File: src/verilog/umc_map.svh
// register map, field positions and reset values of the mode control block
// assumes: included by the package user files only by bare name
`ifndef UMC_MAP_SVH
`define UMC_MAP_SVH
// ==========================================================
// offsets
`define UMC_OFS_CTL3      8'h14
`define UMC_OFS_GPR       8'h18
`define UMC_OFS_IRQ_STAT  8'h20
`define UMC_OFS_IRQ_CLR   8'h24
`define UMC_OFS_IRQ_EN    8'h28
// ==========================================================
// masks and reset values
`define UMC_CTL3_MASK     32'h0000_07ff
`define UMC_GPR_MASK      32'h0000_ffff
`define UMC_IRQ_MASK      32'h0000_0007
`define UMC_RST_WORD      32'h0000_0000
// ==========================================================
// control register three fields
`define UMC_B_CLEAR_TO_SEND_IRQ_ENABLE       10
`define UMC_B_CLEAR_TO_SEND_FLOW_ENABLE        9
`define UMC_B_REQUEST_TO_SEND_FLOW_ENABLE        8
`define UMC_B_TX_DMA_ENABLE        7
`define UMC_B_RX_DMA_ENABLE        6
`define UMC_B_SMART_CARD_ENABLE        5
`define UMC_B_NACK        4
`define UMC_B_HALF_DUPLEX_SELECT       3
`define UMC_B_INFRARED_LOW_POWER        2
`define UMC_B_INFRARED_ENABLE        1
`define UMC_B_EIE         0
// ==========================================================
// guard time and prescaler fields
`define UMC_GT_HI         15
`define UMC_GT_LO         8
`define UMC_PSC_HI        7
`define UMC_PSC_LO        0
`define UMC_SC_PSC_HI     4
// ==========================================================
// interrupt status bits
`define UMC_I_CTS         0
`define UMC_I_ERR         1
`define UMC_I_TC          2
// ==========================================================
// bus answers
`define UMC_RESP_OKAY     2'h0
`define UMC_RESP_SLVERR   2'h2
`endif

File: src/verilog/umc_pkg.sv
// types shared by the mode control block
// assumes: nothing beyond a SystemVerilog compiler
package umc_pkg;
   typedef logic [31:0] umc_word_t;
   typedef logic [7:0]  umc_addr_t;
   typedef logic [7:0]  umc_byte_t;
   typedef logic [3:0]  umc_strb_t;
   typedef logic [1:0]  umc_resp_t;
   typedef enum logic {umc_gt_idle, umc_gt_run} umc_gt_e;
endpackage

File: src/verilog/umc_mode_ctrl.sv
// mode and option control of a serial transceiver, axi4-lite slave
// assumes: core status inputs are pulses/levels synchronous to aclk,
// baud_tick is a one-cycle enable at the baud rate
//
// The AXI4-Lite slave port is this design's own decision.
`include "umc_map.svh"

// Behaviour
// cts change raises interrupt when enabled
// cts enable gates transmission on cts
// rts enable drives rts from receiver
// tx dma enable requests transmit data
// rx dma enable requests receive hand-off
// smart card enable selects smart card mode
// nack sent on parity error in card
// half-duplex select gives single-line operation
// low-power bit selects infrared low-power pulses
// infrared enable routes data through encoder
// error interrupt needs error enable and dma
// guard time field counts baud periods
// card mode delays tx complete by guard
// low-power infrared divides by prescaler, zero holds
// software keeps prescaler one in normal infrared
// card clock divides by twice low prescaler
// fields reset cleared, reserved bits read zero
module umc_mode_ctrl
   import umc_pkg::*;
(
   input  wire logic             aclk,
   input  wire logic             aresetn,
   input  wire umc_pkg::umc_addr_t awaddr,
   input  wire logic             awvalid,
   output logic                  awready,
   input  wire umc_pkg::umc_word_t wdata,
   input  wire umc_pkg::umc_strb_t wstrb,
   input  wire logic             wvalid,
   output logic                  wready,
   output umc_pkg::umc_resp_t    bresp,
   output logic                  bvalid,
   input  wire logic             bready,
   input  wire umc_pkg::umc_addr_t araddr,
   input  wire logic             arvalid,
   output logic                  arready,
   output umc_pkg::umc_word_t    rdata,
   output umc_pkg::umc_resp_t    rresp,
   output logic                  rvalid,
   input  wire logic             rready,
   input  wire logic             cts_n,
   input  wire logic             cts_change,
   input  wire logic             rx_can_accept,
   input  wire logic             tx_empty,
   input  wire logic             rx_full,
   input  wire logic             tx_char_done,
   input  wire logic             rx_parity_err,
   input  wire logic             framing_error_flag,
   input  wire logic             overrun_error_flag,
   input  wire logic             noise_error_flag,
   input  wire logic             baud_tick,
   output logic                  tx_allow,
   output logic                  rts_n,
   output logic                  tx_dma_req,
   output logic                  rx_dma_req,
   output logic                  smart_card_mode,
   output logic                  half_duplex_mode,
   output logic                  infrared_mode,
   output logic                  infrared_lp_mode,
   output logic                  nack_pulse,
   output logic                  tx_complete,
   output logic                  ir_lp_tick,
   output logic                  card_clk,
   output logic                  irq
);
   import umc_pkg::*;

   // =======================================================
   // helpers
   function automatic umc_word_t apply_strb(input umc_word_t old,
      input umc_word_t nw, input umc_strb_t st);
      umc_word_t r;
      r = old;
      for (int i = 0; i < 4; i++)
      begin
         if (st[i])
            r[i*8 +: 8] = nw[i*8 +: 8];
      end
      return r;
   endfunction

   // divider wraps when the count reaches the limit minus one
   function automatic logic div_hit(input umc_byte_t cnt,
      input umc_byte_t lim);
      return cnt >= (lim - 8'h01);
   endfunction

   // =======================================================
   // registers
   umc_word_t ctl3_r, gpr_r, stat_r, en_r;
   umc_word_t stat_nxt;
   umc_addr_t aw_q_r;
   umc_word_t w_q_r;
   umc_strb_t s_q_r;
   logic      aw_full_r, w_full_r;
   logic      awready_r, wready_r, bvalid_r, arready_r, rvalid_r;
   umc_resp_t bresp_r, rresp_r;
   umc_word_t rdata_r;
   logic      irq_r;

   // =======================================================
   // field decode
   wire f_clear_to_send_irq_enable = ctl3_r[`UMC_B_CLEAR_TO_SEND_IRQ_ENABLE];
   wire f_clear_to_send_flow_enable  = ctl3_r[`UMC_B_CLEAR_TO_SEND_FLOW_ENABLE];
   wire f_request_to_send_flow_enable  = ctl3_r[`UMC_B_REQUEST_TO_SEND_FLOW_ENABLE];
   wire f_tx_dma_enable  = ctl3_r[`UMC_B_TX_DMA_ENABLE];
   wire f_rx_dma_enable  = ctl3_r[`UMC_B_RX_DMA_ENABLE];
   wire f_smart_card_enable  = ctl3_r[`UMC_B_SMART_CARD_ENABLE];
   wire f_nack  = ctl3_r[`UMC_B_NACK];
   wire f_half_duplex_select = ctl3_r[`UMC_B_HALF_DUPLEX_SELECT];
   wire f_infrared_low_power  = ctl3_r[`UMC_B_INFRARED_LOW_POWER];
   wire f_infrared_enable  = ctl3_r[`UMC_B_INFRARED_ENABLE];
   wire f_eie   = ctl3_r[`UMC_B_EIE];
   wire umc_byte_t f_gt  = gpr_r[`UMC_GT_HI:`UMC_GT_LO];
   wire umc_byte_t f_psc = gpr_r[`UMC_PSC_HI:`UMC_PSC_LO];
   wire umc_byte_t f_scp =
      {3'h0, f_psc[`UMC_SC_PSC_HI:`UMC_PSC_LO]};

   // =======================================================
   // axi write path
   wire aw_hs = awvalid & awready_r;
   wire w_hs  = wvalid & wready_r;
   wire do_wr = aw_full_r & w_full_r & ~bvalid_r;
   wire aw_full_nxt = (aw_full_r | aw_hs) & ~do_wr;
   wire w_full_nxt  = (w_full_r | w_hs) & ~do_wr;
   wire bvalid_nxt  = do_wr | (bvalid_r & ~bready);
   wire wsel_ctl3 = aw_q_r == `UMC_OFS_CTL3;
   wire wsel_gpr  = aw_q_r == `UMC_OFS_GPR;
   wire wsel_clr  = aw_q_r == `UMC_OFS_IRQ_CLR;
   wire wsel_en   = aw_q_r == `UMC_OFS_IRQ_EN;
   wire wsel_stat = aw_q_r == `UMC_OFS_IRQ_STAT;
   wire wr_hit = wsel_ctl3 | wsel_gpr | wsel_clr | wsel_en | wsel_stat;
   wire umc_word_t clr_mask =
      (do_wr & wsel_clr) ? apply_strb(`UMC_RST_WORD, w_q_r, s_q_r)
                         : `UMC_RST_WORD;

   always_ff @(posedge aclk)
   begin
      if (!aresetn)
      begin
         aw_full_r <= 1'b0;
         w_full_r  <= 1'b0;
         awready_r <= 1'b0;
         wready_r  <= 1'b0;
         bvalid_r  <= 1'b0;
         bresp_r   <= `UMC_RESP_OKAY;
         aw_q_r    <= 8'h00;
         w_q_r     <= `UMC_RST_WORD;
         s_q_r     <= 4'h0;
      end
      else
      begin
         aw_full_r <= aw_full_nxt;
         w_full_r  <= w_full_nxt;
         awready_r <= ~aw_full_nxt & ~bvalid_nxt;
         wready_r  <= ~w_full_nxt & ~bvalid_nxt;
         bvalid_r  <= bvalid_nxt;
         if (aw_hs)
            aw_q_r <= awaddr;
         if (w_hs)
         begin
            w_q_r <= wdata;
            s_q_r <= wstrb;
         end
         if (do_wr)
            bresp_r <= wr_hit ? `UMC_RESP_OKAY : `UMC_RESP_SLVERR;
      end
   end

   // status is read-only: a write to it is accepted and dropped
   always_ff @(posedge aclk)
   begin
      if (!aresetn)
      begin
         ctl3_r <= `UMC_RST_WORD;
         gpr_r  <= `UMC_RST_WORD;
         en_r   <= `UMC_RST_WORD;
      end
      else if (do_wr)
      begin
         if (wsel_ctl3)
            ctl3_r <= apply_strb(ctl3_r, w_q_r, s_q_r)
                      & `UMC_CTL3_MASK;
         if (wsel_gpr)
            gpr_r <= apply_strb(gpr_r, w_q_r, s_q_r)
                     & `UMC_GPR_MASK;
         if (wsel_en)
            en_r <= apply_strb(en_r, w_q_r, s_q_r) & `UMC_IRQ_MASK;
      end
   end

   // =======================================================
   // axi read path
   wire ar_hs = arvalid & arready_r;
   wire rvalid_nxt = ar_hs | (rvalid_r & ~rready);
   wire rsel_ctl3 = araddr == `UMC_OFS_CTL3;
   wire rsel_gpr  = araddr == `UMC_OFS_GPR;
   wire rsel_stat = araddr == `UMC_OFS_IRQ_STAT;
   wire rsel_en   = araddr == `UMC_OFS_IRQ_EN;
   wire rsel_clr  = araddr == `UMC_OFS_IRQ_CLR;
   wire rd_hit = rsel_ctl3 | rsel_gpr | rsel_stat | rsel_en | rsel_clr;
   // the clear register is write-only and reads zero
   wire umc_word_t rd_word =
      rsel_ctl3 ? ctl3_r :
      rsel_gpr  ? gpr_r  :
      rsel_stat ? stat_r :
      rsel_en   ? en_r   : `UMC_RST_WORD;

   always_ff @(posedge aclk)
   begin
      if (!aresetn)
      begin
         arready_r <= 1'b0;
         rvalid_r  <= 1'b0;
         rdata_r   <= `UMC_RST_WORD;
         rresp_r   <= `UMC_RESP_OKAY;
      end
      else
      begin
         arready_r <= ~rvalid_nxt;
         rvalid_r  <= rvalid_nxt;
         if (ar_hs)
         begin
            rdata_r <= rd_word;
            rresp_r <= rd_hit ? `UMC_RESP_OKAY : `UMC_RESP_SLVERR;
         end
      end
   end

   // =======================================================
   // flow control, dma and mode outputs
   logic tx_allow_r, rts_n_r, txdma_r, rxdma_r;
   logic sc_r, hd_r, ir_r, infrared_low_power_r, nack_r;

   always_ff @(posedge aclk)
   begin
      if (!aresetn)
      begin
         tx_allow_r <= 1'b1;
         rts_n_r    <= 1'b0;
         txdma_r    <= 1'b0;
         rxdma_r    <= 1'b0;
         sc_r       <= 1'b0;
         hd_r       <= 1'b0;
         ir_r       <= 1'b0;
         infrared_low_power_r     <= 1'b0;
         nack_r     <= 1'b0;
      end
      else
      begin
         tx_allow_r <= ~f_clear_to_send_flow_enable | ~cts_n;
         rts_n_r    <= f_request_to_send_flow_enable & ~rx_can_accept;
         txdma_r    <= f_tx_dma_enable & tx_empty;
         rxdma_r    <= f_rx_dma_enable & rx_full;
         sc_r       <= f_smart_card_enable;
         hd_r       <= f_half_duplex_select;
         ir_r       <= f_infrared_enable;
         infrared_low_power_r     <= f_infrared_enable & f_infrared_low_power;
         nack_r     <= f_smart_card_enable & f_nack & rx_parity_err;
      end
   end

   // =======================================================
   // guard time before transmit complete
   umc_gt_e   gt_st_r;
   umc_byte_t gt_cnt_r;
   logic      tc_r;
   wire gt_load = (gt_st_r == umc_gt_idle) & tx_char_done
                  & f_smart_card_enable & (f_gt != 8'h00);
   wire gt_done = (gt_st_r == umc_gt_run) & baud_tick
                  & (gt_cnt_r == 8'h01);
   // outside card mode the flag follows the character directly
   wire tc_set = gt_done | (tx_char_done & ~f_smart_card_enable)
                 | (tx_char_done & f_smart_card_enable & (f_gt == 8'h00)
                    & (gt_st_r == umc_gt_idle));

   always_ff @(posedge aclk)
   begin
      if (!aresetn)
      begin
         gt_st_r  <= umc_gt_idle;
         gt_cnt_r <= 8'h00;
         tc_r     <= 1'b0;
      end
      else
      begin
         tc_r <= tc_set;
         unique case (gt_st_r)
            umc_gt_idle:
               if (gt_load)
               begin
                  gt_st_r  <= umc_gt_run;
                  gt_cnt_r <= f_gt;
               end
            umc_gt_run:
               if (!f_smart_card_enable || gt_done)
                  gt_st_r <= umc_gt_idle;
               else if (baud_tick)
                  gt_cnt_r <= gt_cnt_r - 8'h01;
         endcase
      end
   end

   // =======================================================
   // prescalers: low-power infrared tick and card clock
   umc_byte_t ir_cnt_r, sc_cnt_r;
   logic      ir_tick_r, card_clk_r;
   wire ir_run = f_infrared_enable & f_infrared_low_power & (f_psc != 8'h00);
   wire sc_run = f_smart_card_enable & (f_scp != 8'h00);

   always_ff @(posedge aclk)
   begin
      if (!aresetn)
      begin
         ir_cnt_r   <= 8'h00;
         ir_tick_r  <= 1'b0;
         sc_cnt_r   <= 8'h00;
         card_clk_r <= 1'b0;
      end
      else
      begin
         ir_tick_r <= ir_run & div_hit(ir_cnt_r, f_psc);
         if (!ir_run)
            ir_cnt_r <= 8'h00;
         else if (div_hit(ir_cnt_r, f_psc))
            ir_cnt_r <= 8'h00;
         else
            ir_cnt_r <= ir_cnt_r + 8'h01;
         // half period is the low five prescaler bits, so full period is twice that value
         if (!f_smart_card_enable)
         begin
            sc_cnt_r   <= 8'h00;
            card_clk_r <= 1'b0;
         end
         else if (sc_run && div_hit(sc_cnt_r, f_scp))
         begin
            sc_cnt_r   <= 8'h00;
            card_clk_r <= ~card_clk_r;
         end
         else if (sc_run)
            sc_cnt_r <= sc_cnt_r + 8'h01;
      end
   end

   // =======================================================
   // interrupt status, enable and output
   wire err_ev = framing_error_flag | overrun_error_flag
                 | noise_error_flag;
   wire umc_word_t ev_set = {29'h0, tc_r, err_ev, cts_change};
   wire umc_word_t gate = {29'h0, 1'b1, f_eie & f_rx_dma_enable, f_clear_to_send_irq_enable};
   // set wins over a clear in the same cycle
   assign stat_nxt = (stat_r & ~clr_mask) | ev_set;

   always_ff @(posedge aclk)
   begin
      if (!aresetn)
      begin
         stat_r <= `UMC_RST_WORD;
         irq_r  <= 1'b0;
      end
      else
      begin
         stat_r <= stat_nxt & `UMC_IRQ_MASK;
         irq_r  <= |(stat_r & en_r & gate);
      end
   end

   // =======================================================
   // outputs
   assign awready          = awready_r;
   assign wready           = wready_r;
   assign bvalid           = bvalid_r;
   assign bresp            = bresp_r;
   assign arready          = arready_r;
   assign rvalid           = rvalid_r;
   assign rdata            = rdata_r;
   assign rresp            = rresp_r;
   assign tx_allow         = tx_allow_r;
   assign rts_n            = rts_n_r;
   assign tx_dma_req       = txdma_r;
   assign rx_dma_req       = rxdma_r;
   assign smart_card_mode  = sc_r;
   assign half_duplex_mode = hd_r;
   assign infrared_mode    = ir_r;
   assign infrared_lp_mode = infrared_low_power_r;
   assign nack_pulse       = nack_r;
   assign tx_complete      = tc_r;
   assign ir_lp_tick       = ir_tick_r;
   assign card_clk         = card_clk_r;
   assign irq              = irq_r;
endmodule // umc_mode_ctrl

File: config.mk
export PLATFORM = sky130hd
export DESIGN_NAME = umc_mode_ctrl
export DESIGN_NICKNAME = d
export VERILOG_FILES = /design/src/verilog/umc_pkg.sv /design/src/verilog/umc_mode_ctrl.sv
export VERILOG_INCLUDE_DIRS = /design/src /design/src/verilog
export SDC_FILE = /design/constraint.sdc
export NUM_CORES = 1
export LEC_CHECK = 0
export ABC_AREA = 1
export BUFFER_PORTS_ARGS = -buffer_cell sky130_fd_sc_hd__buf_2
export CORE_MARGIN = 8
export CORE_UTILIZATION = 55
export DETAILED_ROUTE_END_ITERATION = 10
export PLACE_DENSITY = 0.78
export SLEW_MARGIN = 20
export SYNTH_ARGS = -nofsm -noshare
export SYNTH_HDL_FRONTEND = slang
export SYNTH_SLANG_ARGS = --single-unit
File: constraint.sdc
create_clock -name aclk -period 3.2 [get_ports aclk]
set_clock_uncertainty 0.05 [all_clocks]
set_input_delay 0.48 -clock aclk [delete_from_list [all_inputs] [get_ports aclk]]
set_output_delay 0.48 -clock aclk [all_outputs]
set_load 0.005 [all_outputs]
==> results of run 1 <==
[synth_stat cells (all sizes together)]
| library cell | number |
|---|---|
| nand2 | 128 |
| dfxtp | 122 |
| nor2 | 113 |
| inv | 106 |
| o21ai | 78 |
| a21oi | 72 |
| nand3 | 50 |
| buf | 25 |
| ha | 21 |
| nor3 | 16 |
| clkbuf | 15 |
| xor2 | 12 |
| nand4 | 11 |
| o211ai | 5 |
| a31oi | 2 |
| nor3b | 2 |
| nor4 | 2 |
| xnor2 | 2 |
| a21o | 1 |
| conb | 1 |
| o21a | 1 |
| o21bai | 1 |
| o22ai | 1 |
| or2 | 1 |
[state kept, by name, indices dropped and copies added (netlist names), 2 cells and up]
name / flops
gpr_r: 16
rdata: 16
w_q_r: 16
ctl3_r: 11
aw_q_r: 8
gt_cnt_r: 8
ir_cnt_r: 8
sc_cnt_r: 8
en_r: 3
stat_r: 3
s_q_r: 2
[metrics by stage]
step                util (%)  total power [mW]  std cells
floorplan                  -             1.747        805
detailed placement     60.40             1.805        990
global placement       60.40             1.801        990
finish                 66.19             3.657       1021
CTS                    66.19             3.682       1021
global route           66.19             3.794       1021
[path summary, 6_finish.rpt]
path                 startpoint           to  slack, ns  cells past startpoint
setup / recovery       gpr_r[0]  ir_cnt_r[5]       0.71                      9
hold / removal    rx_can_accept        rts_n       0.08                      2
setup reg to reg       gpr_r[0]  ir_cnt_r[5]       0.71                      9
hold reg to reg       ctl3_r[4]   nack_pulse       0.40                      2
[kinds of logic (layout without fill, tap and decap cells)]
logic type | after synthesis | count (layout) | synth area share (%)
buffers and inverters | 146 | 226 | 11.36
AOI/OAI and AO/OA | 161 | 161 | 14.75
xor gates and xnor gates | 14 | 14 | 2.132
DFF | 122 | 122 | 42.47
adders and majority gates | 21 | 21 | 4.569
other | 1 | 18 | 0.06521
and+or+nand+nor | 323 | 323 | 24.65
[placed cells by master (no fill, tap or decap), types with 3 or more instances in the layout]
| cell type | n |
|---|---|
| a21oi_1 | 72 |
| nor3_2 | 3 |
| clkbuf_16 | 16 |
| xor2_1 | 12 |
| inv_2 | 4 |
| nor3_1 | 13 |
| clkbuf_8 | 3 |
| clkinvlp_4 | 4 |
| conb_1 | 18 |
| nand2_1 | 124 |
| nand4_1 | 11 |
| nand3_2 | 3 |
| ha_1 | 21 |
| nor2_1 | 107 |
| bufinv_16 | 3 |
| dfxtp_1 | 122 |
| inv_1 | 101 |
| nand2_4 | 3 |
| o211ai_1 | 5 |
| nor2_2 | 4 |
| buf_2 | 87 |
| nand3_1 | 47 |
| o21ai_0 | 75 |
[layout make-up]
class | count | area (um^2) | share of cell area (%)
clock buffer | 21 | 449.2 | 6.633
sequential | 122 | 2442 | 36.07
tap | 136 | 170.2 | 2.513
clock inverter | 10 | 142.6 | 2.106
inverter | 106 | 397.9 | 5.876
timing repair buffer | 89 | 450.4 | 6.652
multi-input combinational | 537 | 2719 | 40.15
[worst max-delay path: stages, from the launching register on]
cell,delay (ns)
dfxtp_1,0.32
inv_1,0.19
nand4_1,0.33
nor3_1,0.27
xor2_1,0.19
ha_1,0.26
a21oi_1,0.15
o21a_1,0.13
nand3_1,0.26
nor3b_1,0.25
[power by group through the flow]
| stage | Sequential (mW) | Clock [mW] | Combinational [mW] |
|---|---|---|---|
| floorplan | 1.61 | 0 | 0.133 |
| global placement | 1.62 | 0 | 0.183 |
| detailed placement | 1.62 | 0 | 0.186 |
| CTS | 1.59 | 1.91 | 0.188 |
| global route | 1.59 | 1.99 | 0.216 |
| finish | 1.59 | 1.88 | 0.189 |
[per-layer routing]
| layer | wire length [um] | global-route usage, % | up-vias |
|---|---|---|---|
| met5 | 0 | 0 | - |
| met4 | 163 | 5.604 | 0 |
| met3 | 1178 | 6.711 | 18 |
| met2 | 5826 | 29.80 | 185 |
| met1 | 6581 | 26.04 | 2310 |
| li1 | - | - | 2693 |
==> results.cfg, run 1 <==
[clock_network]
h-tree-depth = 4
postCtsSetupBuffers = 0
cts_hold_buf = 0
cts_buffer_depth = 2
tritoncts = done
cts_root_buffer = clkbuf_8
cts_inserted_buffers = 17
clkSlewWorstSetupHoldPaths_ns = 0.06
cts_resized = 0
cts.sinks = 122
clk_latency_ns = 0.51

[yosys]
synth_area_leaders = dfxtp_1, nand2_1, nor2_1
syn_area_um2 = 5751
synth_cell_types = 36
yosys_warnings = 0
synth_seq_cells = 122
yosysSeqAreaShare_pct = 42.47
synth_cells = 788
yosysTopAreaCellShare_pct = 42.47
synth_top_area_cell = dfxtp_1
avgSynthCellArea_um2 = 7.298

[run_status]
status = completed

[route]
drt_iter0_markers = 376
drc = 0
wl_per_cell_um = 13.47
viasPerCell = 5.099
vias = 5206
ant_nets = 0
drt-total-wl_mm = 13.75
drtPass1Iterations = 5

[power_and_ir_drop]
intPower_mw = 2.857
combPwrFrac_pct = 5.2
pwr-share-clk_pct = 51.4
p_seq_share_pct = 43.4
sw_frac_of_total_pct = 21.87
switching_power_uw = 799.8
vdd_drop_max_mv = 0.3178
p_leak_nw = 3.135
p_per_area_nw_per_um2 = 540.0

[sta]
finalSetupViolCount = 0
max_slew_margin_pct = 30.51
rsz0062_at_grt = false
slew_violations = 0
fmax_mhz = 401.8
setup-tns-final_ns = 0
min_period_ns = 2.489
whs_ns = 0.07680
tightest_slew_ns = 1.036
fin_ws_ns = 0.7115
final.period_utilization_pct = 77.77
hold_viol_final = 0

[cells_and_area]
fin_nets = 964
drive_gt1_share_pct = 16.05
final_area_um2 = 6771
nFillCells = 899
antenna_cells = 0
area_delta_synth_final_pct = 17.75

[setup_path]
cp_data_arrival_time_ns = 2.86
crit_path_end_kind = flop
worstPathMaxFanout = 9
start_kind = flop
cp.required_ns = 3.58
worstSetupPathType = reg2reg

[floorplanning]
die-area_um2 = 13980
io_pins = 124
chipWidth_um = 118.3
start_util_pct = 56.21
core_um2 = 10230
placementRows = 37
chipHeight_um = 118.3

[placed_design]
hpwl_mm = 9.871
place_congestion = 0.8917
post_dp_cell_area_um2 = 6180
pre_cts_slack_ns = 0.7826
numPortBuffers = 87

[grt]
antenna_found_initial = 0
grt_pass1_wl_mm = 23.07
grt_remaining_overflow = 0
grt_pass1_vias = 4862
track_usage_pct = 19.69
grt_max_degree = 58

[hold_path]
hp-class = in2reg

[run]
maxCapViolCount = 0
Note: power is estimated with default switching activity, not from simulation.
==> run 2, diff against run 1 <==
==> constraint.sdc (replaced) <==
create_clock -name aclk -period 2.4 [get_ports aclk]
set_clock_uncertainty 0.05 [all_clocks]
set_input_delay 0.36 -clock aclk [delete_from_list [all_inputs] [get_ports aclk]]
set_output_delay 0.36 -clock aclk [all_outputs]
set_load 0.005 [all_outputs]
==> results.cfg, run 2 (same netlist as run 1, synthesis figures left out) <==
[sta]
rsz0062_at_grt = false
max_slew_margin_pct = 56.38
whs_ns = 0.02029
tightest_slew_ns = 0.6536
slew_violations = 0
hold_viol_final = 0
final.period_utilization_pct = 91.26
fmax_mhz = 456.6
fin_ws_ns = 0.2097
setup-tns-final_ns = 0
finalSetupViolCount = 0
min_period_ns = 2.190

[placed_design]
place_congestion = 0.8929
post_dp_cell_area_um2 = 6210
pre_cts_slack_ns = 0.1130
hpwl_mm = 10.02
numPortBuffers = 87

[clock_network]
cts_inserted_buffers = 17
cts_root_buffer = clkbuf_8
clk_latency_ns = 0.52
h-tree-depth = 4
cts.sinks = 122
tritoncts = done
clkSlewWorstSetupHoldPaths_ns = 0.05
cts_buffer_depth = 2

[power_and_ir_drop]
p_leak_nw = 3.178
p_per_area_nw_per_um2 = 708.6
switching_power_mw = 1.054
p_seq_share_pct = 43.7
vdd_drop_max_mv = 0.4007
combPwrFrac_pct = 5.4
sw_frac_of_total_pct = 21.79
p_total_mw = 4.835
intPower_mw = 3.781
pwr-share-clk_pct = 50.9

[hold_path]
hold_depth = 3
min_to = stat_r[0]
hp-class = in2reg
min_from = cts_change

[grt]
grt_pass1_vias = 4901
grt_remaining_overflow = 0
grt_max_degree = 32
antenna_found_initial = 0
grt_pass1_wl_mm = 22.94
track_usage_pct = 19.50

[route]
viasPerCell = 5.124
drtPass1Iterations = 5
drt_iter0_markers = 382
ant_nets = 0
wl_per_cell_um = 13.37
drt-total-wl_mm = 13.76
vias = 5273
drc = 0

[setup_path]
path_buf_inv = 2
crit_path_end_kind = flop
r2r_end = sc_cnt_r[6]
worst_path_max_delay_cell = dfxtp_1
worstPathMaxFanout = 8
cp_data_arrival_time_ns = 2.54
crit_path_frequent_cell = nor2_1
r2r-start = gpr_r[0]
worstSetupPathType = reg2reg
cp.required_ns = 2.75
slowest_delay_ns = 0.31
crit_chain = inv_2 > ha_1 > nand4_1 > inv_1 > nor2_1 > ha_1 > nand2_1 > nor2_1 > nand4_1 > nand3_1 > nand2_1 > nand2_2 > nor2_1
crit_family = simple AND/OR/NAND/NOR gates
rrSetupSlack_ns = 0.21
start_kind = flop
reg2regPathDepth = 13

[cells_and_area]
fin_nets = 972
antenna_cells = 0
nFillCells = 890
drive_gt1_share_pct = 16.35
final_common_cell = nand2_1
final_area_um2 = 6824
area_delta_synth_final_pct = 18.67
mostFrequentLayoutCells = nand2_1, dfxtp_1, nor2_1

[floorplanning]
chipWidth_um = 118.3
io_pins = 124
chipHeight_um = 118.3
start_util_pct = 56.21
placementRows = 37
die-area_um2 = 13980
core_um2 = 10230

[run]
maxCapViolCount = 0

[run_status]
status = completed
run 2: power by group through the flow:
stage / Combinational, mW / Clock, mW / Sequential (mW)
floorplan: 0.178 / 0 / 2.15
global placement: 0.249 / 0 / 2.16
detailed placement: 0.253 / 0 / 2.16
CTS: 0.259 / 2.49 / 2.11
global route: 0.299 / 2.60 / 2.12
finish: 0.260 / 2.46 / 2.12
run 2: worst max path at each step:
stage               cells past startpoint     endpoint      from
finish                                 13  sc_cnt_r[6]  gpr_r[0]
global route                           13  sc_cnt_r[2]  gpr_r[0]
CTS                                    13  sc_cnt_r[6]  gpr_r[0]
detailed placement                     13  ir_cnt_r[5]  gpr_r[0]
global placement                       13  ir_cnt_r[5]  gpr_r[0]
floorplan                               9  ir_cnt_r[1]  gpr_r[0]
run 2: metrics by stage:
stage | std cells | utilization [%]
floorplan | 805 | -
detailed placement | 994 | 60.69
global placement | 994 | 60.69
finish | 1029 | 66.70
CTS | 1029 | 66.63
global route | 1029 | 66.70
run 2: cell type report:
| class | instances | area (um^2) | share of cell area (%) |
|---|---|---|---|
| multi-input combinational | 537 | 2726 | 39.95 |
| sequential | 122 | 2442 | 35.79 |
| timing repair buffer | 97 | 520.5 | 7.627 |
| clock buffer | 23 | 446.7 | 6.546 |
| inverter | 106 | 397.9 | 5.831 |
| tap | 136 | 170.2 | 2.494 |
| clock inverter | 8 | 120.1 | 1.760 |
run 2: timing repair:
item	4_1_cts	5_1_grt
setup endpoints to repair	0	17
endpoints found under the hold margin	4	0
resized for setup	0	3
hold buffers	4	0
buffers inserted	0	0
run 2: layer usage:
metal / global-route usage (%) / share of wire, %
met1: 25.46 / 48
met2: 28.77 / 41
met3: 7.282 / 9.0
met4: 7.046 / 1.5
met5: 0 / 0
run 2: tightest hold or removal path: cells and delay by family:
| family | cells | cell delay, ns |
|---|---|---|
| buffers and inverters | 1 | 0.09 |
| and+or+nand+nor | 1 | 0.06 |
| AOI/OAI and AO/OA | 1 | 0.04 |
